## src/hw/dcdr_pkg.sv

```systemverilog
// Package of offsets, field positions and reset values for the clamp and diagnostic registers
package dcdr_pkg;
   // ------------------------------------------------------------
   // Register byte addresses
   // ------------------------------------------------------------
   localparam logic [31:0] DCDR_FLOOR_LSB_ADDR = 32'h4000_0036;
   localparam logic [31:0] DCDR_FLOOR_MSB_ADDR = 32'h4000_0037;
   localparam logic [31:0] DCDR_CEIL_LSB_ADDR = 32'h4000_0038;
   localparam logic [31:0] DCDR_CEIL_MSB_ADDR = 32'h4000_0039;
   localparam logic [31:0] DCDR_DIAG_EN_ADDR = 32'h4000_003A;

   // ------------------------------------------------------------
   // Byte store layout
   // ------------------------------------------------------------
   localparam int DCDR_NUM_BYTES = 5;
   localparam logic [2:0] DCDR_IDX_FLOOR_LSB = 3'h0;
   localparam logic [2:0] DCDR_IDX_FLOOR_MSB = 3'h1;
   localparam logic [2:0] DCDR_IDX_CEIL_LSB = 3'h2;
   localparam logic [2:0] DCDR_IDX_CEIL_MSB = 3'h3;
   localparam logic [2:0] DCDR_IDX_DIAG_EN = 3'h4;
   localparam logic [7:0] DCDR_BYTE_RESET = 8'h00;

   // ------------------------------------------------------------
   // Field layout
   // ------------------------------------------------------------
   localparam int DCDR_CLAMP_W = 12;
   localparam int DCDR_DAC_W = 16;
   localparam int DCDR_NUM_CHECKS = 8;
   localparam int DCDR_BIT_PRESS_IN_OV = 0;
   localparam int DCDR_BIT_PRESS_IN_UV = 1;
   localparam int DCDR_BIT_TEMP_IN_OV = 2;
   localparam int DCDR_BIT_RESERVED = 3;
   localparam int DCDR_BIT_PRESS_AMP_OV = 4;
   localparam int DCDR_BIT_PRESS_AMP_UV = 5;
   localparam int DCDR_BIT_TEMP_AMP_OV = 6;
   localparam int DCDR_BIT_TEMP_AMP_UV = 7;
   localparam logic [7:0] DCDR_FAULT_LOW_BYTE = 8'h00;
   localparam logic [7:0] DCDR_CHECK_MASK = 8'hF7;
   localparam logic [15:0] DCDR_DAC_RESET = 16'h0000;
endpackage : dcdr_pkg

```

## src/hw/dcdr_byte_store.sv

```systemverilog
// Small byte store holding the clamp and diagnostic enable registers
`timescale 1ns/1ps
module dcdr_byte_store #(
   parameter int NUM_BYTES = 5
) (
   input wire logic clk,                       // System clock
   input wire logic reset,                     // Synchronous reset, active high
   input wire logic wr_en,                     // Write strobe
   input wire logic [2:0] wr_idx,              // Write byte index
   input wire logic [7:0] wr_data,             // Write byte
   input wire logic rd_en,                     // Read strobe
   input wire logic rd_hit,                    // Read index is mapped
   input wire logic [2:0] rd_idx,              // Read byte index
   output logic [7:0] rd_data,                 // Registered read byte
   output logic [8*NUM_BYTES-1:0] contents     // All stored bytes, flat
);
   import dcdr_pkg::*;

   initial begin
      if (NUM_BYTES < 1 || NUM_BYTES > 8) begin
         $error("dcdr_byte_store: NUM_BYTES out of range");
      end
   end

   logic [7:0] mem_q [NUM_BYTES];
   logic [7:0] rd_data_q;
   logic [7:0] rd_sel;

   assign rd_sel = rd_hit ? mem_q[rd_idx] : 8'h00;

   always_ff @(posedge clk) begin
      if (reset) begin
         for (int i = 0; i < NUM_BYTES; i++) begin
            mem_q[i] <= DCDR_BYTE_RESET;
         end
      end else if (wr_en) begin
         mem_q[wr_idx] <= wr_data;
      end
   end

   always_ff @(posedge clk) begin
      if (reset) begin
         rd_data_q <= 8'h00;
      end else if (rd_en) begin
         rd_data_q <= rd_sel;
      end
   end

   assign rd_data = rd_data_q;

   genvar g;
   generate
      for (g = 0; g < NUM_BYTES; g++) begin : g_flat
         assign contents[8*g +: 8] = mem_q[g];
      end
   endgenerate
endmodule : dcdr_byte_store

```

## src/hw/dcdr_regs.sv

```systemverilog
// Clamp and diagnostic enable registers with the output DAC code selection
`timescale 1ns/1ps

// What this block does
// - Twelve-bit lower clamp in bits 0 to 11, read/write, reset to zero.
// - Twelve-bit upper clamp in its own two-byte register, read/write, reset zero.
// - Enable bit 0 arms pressure-input overvoltage, bit 1 pressure-input undervoltage.
// - Enable bit 2 arms temperature-input overvoltage; bit 3 reserved but read/write.
// - Enable bits 4 and 5 arm pressure amplifier over- and undervoltage checks.
// - Enable bits 6 and 7 arm temperature amplifier over- and undervoltage checks.
// - All eight enable bits read/write, reset to zero, every check off.
// - Code below the normal lower threshold is replaced by the lower clamp.
// - Code above the normal upper threshold is replaced by the upper clamp.
// - Enabled fault drives the fault code, its low byte fixed at zero.
module dcdr_regs #(
   parameter int CODE_W = 12
) (
   input wire logic clk,                         // System clock, 20 MHz
   input wire logic reset,                       // Synchronous reset, active high
   input wire logic [31:0] cfg_addr,             // Configuration byte address
   input wire logic cfg_wr_en,                   // Configuration write strobe
   input wire logic [7:0] cfg_wr_data,           // Configuration write byte
   input wire logic cfg_rd_en,                   // Configuration read strobe
   output logic [7:0] cfg_rd_data,               // Configuration read byte
   input wire logic [CODE_W-1:0] comp_code,      // Compensated output code
   input wire logic [CODE_W-1:0] normal_low,     // Normal window lower threshold
   input wire logic [CODE_W-1:0] normal_high,    // Normal window upper threshold
   input wire logic [7:0] fault_code_msb,        // Programmed fault code upper byte
   input wire logic [7:0] check_fail,            // Raw diagnostic failures, enable layout
   output logic [15:0] dac_code,                 // Code driven to the output DAC
   output logic fault_active,                    // Fault code being driven
   output logic press_in_overvolt_en,            // Pressure input overvoltage check on
   output logic press_in_undervolt_en,           // Pressure input undervoltage check on
   output logic temp_in_overvolt_en,             // Temperature input overvoltage check on
   output logic press_amp_overvolt_en,           // Pressure amplifier overvoltage check on
   output logic press_amp_undervolt_en,          // Pressure amplifier undervoltage check on
   output logic temp_amp_overvolt_en,            // Temperature amplifier overvoltage check on
   output logic temp_amp_undervolt_en            // Temperature amplifier undervoltage check on
);
   import dcdr_pkg::*;

   initial begin
      if (CODE_W != DCDR_CLAMP_W) begin
         $error("dcdr_regs: CODE_W must match the clamp field width");
      end
      if (CODE_W > DCDR_DAC_W) begin
         $error("dcdr_regs: CODE_W must not exceed the DAC code width");
      end
      if (DCDR_NUM_BYTES > 8) begin
         $error("dcdr_regs: byte store index is only three bits wide");
      end
      if (DCDR_CHECK_MASK[DCDR_BIT_RESERVED] != 1'b0) begin
         $error("dcdr_regs: reserved enable bit must not arm a check");
      end
   end

   // ------------------------------------------------------------
   // Address decode
   // ------------------------------------------------------------
   function automatic logic [3:0] decode_addr(input logic [31:0] addr);
      logic [3:0] res;
      res = 4'h0;
      case (addr)
         DCDR_FLOOR_LSB_ADDR: res = {1'b1, DCDR_IDX_FLOOR_LSB};
         DCDR_FLOOR_MSB_ADDR: res = {1'b1, DCDR_IDX_FLOOR_MSB};
         DCDR_CEIL_LSB_ADDR: res = {1'b1, DCDR_IDX_CEIL_LSB};
         DCDR_CEIL_MSB_ADDR: res = {1'b1, DCDR_IDX_CEIL_MSB};
         DCDR_DIAG_EN_ADDR: res = {1'b1, DCDR_IDX_DIAG_EN};
         default: res = 4'h0;
      endcase
      return res;
   endfunction : decode_addr

   logic [3:0] dec;
   logic addr_hit;
   logic [2:0] addr_idx;
   logic store_wr;
   logic [8*DCDR_NUM_BYTES-1:0] store;

   assign dec = decode_addr(cfg_addr);
   assign addr_hit = dec[3];
   assign addr_idx = dec[2:0];
   // Writes to unmapped addresses are dropped
   assign store_wr = cfg_wr_en && addr_hit;

   dcdr_byte_store #(
      .NUM_BYTES(DCDR_NUM_BYTES)
   ) u_store (
      .clk(clk),
      .reset(reset),
      .wr_en(store_wr),
      .wr_idx(addr_idx),
      .wr_data(cfg_wr_data),
      .rd_en(cfg_rd_en),
      .rd_hit(addr_hit),
      .rd_idx(addr_idx),
      .rd_data(cfg_rd_data),
      .contents(store)
   );

   // ------------------------------------------------------------
   // Register fields
   // ------------------------------------------------------------
   // Picks one byte out of the flat store image
   function automatic logic [7:0] byte_at(input logic [8*DCDR_NUM_BYTES-1:0] img,
      input logic [2:0] idx);
      logic [7:0] res;
      res = img[8*idx +: 8];
      return res;
   endfunction : byte_at

   // Widens a clamp-width code to the DAC width, zeros on top
   function automatic logic [15:0] widen(input logic [CODE_W-1:0] code);
      logic [15:0] res;
      res = {{(DCDR_DAC_W-CODE_W){1'b0}}, code};
      return res;
   endfunction : widen

   logic [15:0] floor_reg;
   logic [15:0] ceil_reg;
   logic [7:0] check_en;
   logic [CODE_W-1:0] floor_val;
   logic [CODE_W-1:0] ceil_val;

   assign floor_reg = {byte_at(store, DCDR_IDX_FLOOR_MSB), byte_at(store, DCDR_IDX_FLOOR_LSB)};
   assign ceil_reg = {byte_at(store, DCDR_IDX_CEIL_MSB), byte_at(store, DCDR_IDX_CEIL_LSB)};
   assign check_en = byte_at(store, DCDR_IDX_DIAG_EN);
   assign floor_val = floor_reg[CODE_W-1:0];
   assign ceil_val = ceil_reg[CODE_W-1:0];

   // ------------------------------------------------------------
   // Output code selection
   // ------------------------------------------------------------
   // A failure counts only when its own enable bit is set
   function automatic logic armed_bit(input logic [7:0] fail, input logic [7:0] en,
      input int pos);
      logic res;
      res = fail[pos] && en[pos];
      return res;
   endfunction : armed_bit

   // Reserved bit 3 stores data but arms nothing
   function automatic logic [7:0] live_enables(input logic [7:0] en);
      logic [7:0] res;
      res = en & DCDR_CHECK_MASK;
      return res;
   endfunction : live_enables

   logic p_in_ov_hit;
   logic p_in_uv_hit;
   logic t_in_ov_hit;
   logic p_amp_ov_hit;
   logic p_amp_uv_hit;
   logic t_amp_ov_hit;
   logic t_amp_uv_hit;
   logic [7:0] armed_fail;
   logic fault_d;
   logic below;
   logic above;
   logic [15:0] dac_d;
   logic [15:0] dac_q;
   logic fault_q;
   logic [7:0] en_q;

   assign p_in_ov_hit = armed_bit(check_fail, check_en, DCDR_BIT_PRESS_IN_OV);
   assign p_in_uv_hit = armed_bit(check_fail, check_en, DCDR_BIT_PRESS_IN_UV);
   assign t_in_ov_hit = armed_bit(check_fail, check_en, DCDR_BIT_TEMP_IN_OV);
   assign p_amp_ov_hit = armed_bit(check_fail, check_en, DCDR_BIT_PRESS_AMP_OV);
   assign p_amp_uv_hit = armed_bit(check_fail, check_en, DCDR_BIT_PRESS_AMP_UV);
   assign t_amp_ov_hit = armed_bit(check_fail, check_en, DCDR_BIT_TEMP_AMP_OV);
   assign t_amp_uv_hit = armed_bit(check_fail, check_en, DCDR_BIT_TEMP_AMP_UV);
   assign armed_fail = live_enables({t_amp_uv_hit, t_amp_ov_hit, p_amp_uv_hit, p_amp_ov_hit,
      1'b0, t_in_ov_hit, p_in_uv_hit, p_in_ov_hit});
   assign fault_d = |armed_fail;
   assign below = comp_code < normal_low;
   assign above = comp_code > normal_high;
   // Fault has priority over the clamps
   assign dac_d = fault_d ? {fault_code_msb, DCDR_FAULT_LOW_BYTE} :
      below ? widen(floor_val) :
      above ? widen(ceil_val) :
      widen(comp_code);

   // ------------------------------------------------------------
   // Registered outputs
   // ------------------------------------------------------------
   always_ff @(posedge clk) begin
      if (reset) begin
         dac_q <= DCDR_DAC_RESET;
      end else begin
         dac_q <= dac_d;
      end
   end

   always_ff @(posedge clk) begin
      if (reset) begin
         fault_q <= 1'b0;
      end else begin
         fault_q <= fault_d;
      end
   end

   always_ff @(posedge clk) begin
      if (reset) begin
         en_q <= DCDR_BYTE_RESET;
      end else begin
         en_q <= live_enables(check_en);
      end
   end

   assign dac_code = dac_q;
   assign fault_active = fault_q;
   assign press_in_overvolt_en = en_q[DCDR_BIT_PRESS_IN_OV];
   assign press_in_undervolt_en = en_q[DCDR_BIT_PRESS_IN_UV];
   assign temp_in_overvolt_en = en_q[DCDR_BIT_TEMP_IN_OV];
   assign press_amp_overvolt_en = en_q[DCDR_BIT_PRESS_AMP_OV];
   assign press_amp_undervolt_en = en_q[DCDR_BIT_PRESS_AMP_UV];
   assign temp_amp_overvolt_en = en_q[DCDR_BIT_TEMP_AMP_OV];
   assign temp_amp_undervolt_en = en_q[DCDR_BIT_TEMP_AMP_UV];
endmodule : dcdr_regs

```

## config.mk

```make
export PLATFORM = sky130hd
export DESIGN_NAME = dcdr_regs
export DESIGN_NICKNAME = d
export VERILOG_FILES = /design/src/hw/dcdr_pkg.sv /design/src/hw/dcdr_byte_store.sv /design/src/hw/dcdr_regs.sv
export SDC_FILE = /design/constraint.sdc
export NUM_CORES = 1
export LEC_CHECK = 0
export ABC_AREA = 1
export BUFFER_PORTS_ARGS = -buffer_cell sky130_fd_sc_hd__buf_2
export CAP_MARGIN = 10
export CORE_MARGIN = 2
export CORE_UTILIZATION = 50
export CTS_CLUSTER_SIZE = 8
export DETAILED_ROUTE_END_ITERATION = 12
export MAX_ROUTING_LAYER = met4
export PLACE_DENSITY = 0.8
export SLEW_MARGIN = 20
export SYNTH_ARGS = -nofsm -noshare
export SYNTH_HDL_FRONTEND = slang
export SYNTH_HIERARCHICAL = 1
export SYNTH_SLANG_ARGS = --single-unit
```

## constraint.sdc

```tcl
create_clock -name clk -period 3.5 [get_ports clk]
set_input_delay 0.7 -clock clk [delete_from_list [all_inputs] [get_ports clk]]
set_output_delay 0.7 -clock clk [all_outputs]
set_load 0.02 [all_outputs]
```

After elaboration in Yosys (flattened, before gate mapping)

Memory sizes are Yosys's and may differ from the RTL's.
Index checks and enable logic that the tools add are counted.

$mul: 0
Eq/ne operators: 5
Mux-type cells: 13
Divide/modulo/power cells: 0
Reductions and logical operators: 11
Add/subtract/negate cells: 0
Shift operators: 0
Bitwise gates (word level): 0
$lt $le $gt $ge: 2

Operators by type and width:

| kind                                                  | count |
|---|---|
| equality test 32 x 31 -> 1 bit, second input constant | 5 |
| 2-to-1 mux 12 bit                                     | 2 |
| one-hot mux 4 bit (5 select lines)                    | 1 |
| 2-to-1 mux 16 bit                                     | 1 |
| 2-to-1 mux 8 bit                                      | 2 |
| OR reduction 8 bit                                    | 2 |
| greater-than comparator 12 bit                        | 1 |
| less-than comparator 12 bit                           | 1 |
| logical AND 1 bit                                     | 8 |
| OR reduction 7 bit                                    | 1 |
| 2-to-1 mux 1 bit                                      | 6 |
| 2-to-1 mux 3 bit                                      | 1 |

ROM bits: 0
Bits in latches: 0
Bits of input ports: 96
Logic and storage cells: 37
Register bits: 32
RAM bits: 40
Memories: 1
Output and inout bits: 32

Memories:

| memory        | words | width | rd ports | clocked after Yosys merged registers in | wr ports | RTL line              | RTL |
|---|---|---|---|---|---|---|---|
| u_store.mem_q | 5     | 8     | 6        | 0                                       | 5        | dcdr_byte_store.sv:25 | `logic [7:0] mem_q [NUM_BYTES];` |

Longest topological paths before layout

Depth in word-level cells: 8
Mapped depth: 15
Mapped depth without buffers: 14

Cells and area by module

Netlist, hierarchy kept.

Modules (own cells, without submodules):

| module          | cells an instance | area an instance (um^2) | instances |
|---|---|---|---|
| dcdr_byte_store | 354               | 3315.7                  | 1 |
| dcdr_regs       | 311               | 2044.5                  | 1 |

Worst setup path before layout

OpenSTA, ideal clock, no wires.

Path kind: input to register
From: in cfg_addr[9]
To: mem u_store.mem_q[5][0], enable pin
Required time: 3130 ps
Stages: 8
Setup time: 370 ps
Arrival time: 2273 ps
Slack: 857 ps
Path through: nor4_1 nand4_1 nand2b_1 nor2_1 inv_1 nor2_2 inv_1 nor2_1

RTL lines:

| what            | RTL line              | RTL |
|---|---|---|
| start, declared | dcdr_regs.sv:20       | `input wire logic [31:0] cfg_addr,` |
| end, declared   | dcdr_byte_store.sv:25 |  |

==> metrics <==
arrival time worst endpoint=2.71 ns; Slew headroom=~64%; largest net degree at the start of global routing=33; worst reg2reg endpoint=dac_code[0]; routability cong.=0.889; Synth Warn #=6; HP Class=flip-flop to flip-flop; initial antenna violation count=0; RSZ-0062 raised after global routing=false; peak supply drop=between 0.2 and 0.25 mV; vias post-DR=4514; clock transition at the registers of the reported paths=0.09 ns; Distinct cells, synth=32; register bit count reported by yosys=96; post-synthesis instance total=665; CP dominant cell by count=nor2_2; worst r2r src=u_store/mem_q[4][4]; crit path cell chain=buf_2 > nor4_1 > nand4_1 > nand2b_1 > nor2_2 > inv_1 > nor2_2 > nand2_2 > nand2_1; Pre-antenna DRT Iters=5; hold-fix buffers at CTS=0; commonest non-fill, non-tap cell in the layout=nand2_1; Routed wire per std cell=roughly 13 um; TritonCTS clock tree=done; Inserted Clock Buffers=9; Setup WS post-layout=0.824 ns; # IOs=128; vias in the first global route=4320; flop-to-flop setup slack=1.89 ns; Area growth syn-to-layout=16.4%; DRC viols=0; total wire length=11.9 mm; worst slack, placed=0.424 ns; core area=roughly 0.010 mm^2; Main synth FF type=edfxtp_1; Final Cycle Share=about three quarters; PD cells=about 370 mW/mm^2; mean post-synth cell area=8.06 um^2; Max clock buf depth=2; Tmin final=2.68 ns; diode count=0; Final nets=~910; fin util=60.2%; WHS Endpoint=u_store/rd_data[2]; status=completed; Reg power frac=54.8%; sequential share of the synthesized area=47.8%; Max Fclk=0.374 GHz; Root Buffer=clkbuf_8; worst-path fanout max=9; crit path kind=input port to flip-flop; die area=roughly 0.012 mm^2; post-synth net total=784; DRT antenna net count=0; synthesized area=0.00536 mm^2; required time worst endpoint=between 3 and 4 ns; number of synthesized flops with an enable pin=64; Setup crit start kind=input port; CTS HTree Levels=3; row count=37; post-cts resize count=0; Hold Path Origin=u_store/rd_data[2]; Layout fillers=945; Sw Ratio=26.3%; crit end category=flip-flop; Setup Buffers After CTS=0; final hold viol count=0; GRT Total Usage=22.4%; leading cell types in the layout, fill and taps excluded=138 x nand2_1, 136 x inv_1, 126 x buf_2; layout cells sized above 1=24.8%; Die Width=108 um; Pleak=0.00328 uW; worst r2r path cells=8; GRT overflow=0; Net Sw Power=605 uW; final setup TNS=0 ns; vias per inst=4.85; Crit-path slowest cell=nor2_2; port buffer count=about 130; starting density of the core=between 50% and 60%; worst slew pin tran=0.536 ns; Clock Skew=0.00955 ns; max_cap viols=0; clk sinks=96; asr flop ratio synth=0%; Comb power frac=13.6%; max incr delay on CP=0.44 ns; initial DRC count=330; Clk pwr share=a little under a third; Skew-Pair Late Insertion Delay=approximately 0.37 ns; Vert. Die Dim=108 um; Setup-failing EPs final=0; P_int=approximately 1700 uW; first-pass GRT wire length=19.3 mm; Slew Viols, Final=0; WHS Path Cells=2; HPWL after DPL=9.06 mm
==> layer usage <==
layer  vias up  share of wire, %  track usage, %
li1       2309                 -               -
met1      1983                42            27.5
met2       198                48            37.2
met3        24               7.7            2.97
met4         0               2.7            9.52
met5         -                 0               -
==> cells by family after synthesis <==
| group | count (synthesis) | share of synthesized area (%) |
|---|---|---|
| fa+ha+maj | 23 | 5.37 |
| flops | 96 | 47.8 |
| buf+inv | 161 | 13.2 |
| compound gates | 22 | 2.31 |
| simple gates | 363 | 31.3 |
==> power by group through the flow <==
stage / Clock [uW] / Sequential, uW / Combinational [uW]
finish: 726 / 1260 / 313
global route: 775 / 1260 / 354
CTS: 731 / 1260 / 313
detailed placement: 0 / 1290 / 311
global placement: 0 / 1280 / 307
floorplan: 0 / 1300 / 189
==> layout make-up <==
cell class,instances,area (um^2),area share (%)
Tap cell,136,170,2.73
Inverter,141,532,8.52
Timing Repair Buffer,133,683,10.9
Multi-Input combinational cell,408,2100,33.6
Sequential cell,96,2560,41.1
Clock inverter,7,72.6,1.16
Clock buffer,9,124,1.99
==> worst max-delay path by stage <==
stage | from | to | slack (ns) | depth (start not counted)
final | cfg_addr[13] | u_store/mem_q[3][2] | 0.82 | 9
after global routing | cfg_addr[9] | u_store/mem_q[3][4] | 0.52 | 9
after CTS | cfg_addr[13] | u_store/mem_q[3][7] | 0.80 | 9
after detailed placement | cfg_addr[13] | u_store/mem_q[3][3] | 0.42 | 9
after global placement | cfg_addr[9] | u_store/mem_q[3][3] | 0.50 | 9
after floorplan | cfg_addr[9] | u_store/mem_q[5][0] | 0.86 | 8
==> synthesized netlist by cell type, types with 7 or more instances <==
cell type,count,area [um^2]
buf_6,9,101
edfxtp_1,64,1920
nand2_1,138,518
nand3b_1,10,75.1
nand2_2,20,125
dfxtp_1,32,641
nand3_2,12,120
nand3_1,69,345
ha_1,23,288
a21oi_1,17,85.1
nor2_1,90,338
buf_2,7,35.0
inv_1,136,510
==> state kept, by name, summed over array words and instances (netlist names) <==
signal	cells
fault_active	1
en_q	7
dac_code	16
u_store/mem_q	64
u_store/rd_data	8
==> critical path, delay by kind of cell <==
family	cells	cell delay (ns)
and+or+nand+nor	7	1.83
buffers and inverters	2	0.20
==> metrics by stage <==
stage / total power (uW) / area (um^2) / hold WS [ns] / cells
after global placement: 1590 / 6040 / 0.453 / 914
final: 2300 / 6240 / 0.466 / 930
after global routing: 2390 / 6240 / 0.493 / 930
after detailed placement: 1600 / 6040 / 0.454 / 914
after floorplan: 1490 / 5360 / 0.473 / 665
after CTS: 2300 / 6240 / 0.469 / 930
No activity file was read; power rests on OpenSTA's default activity.
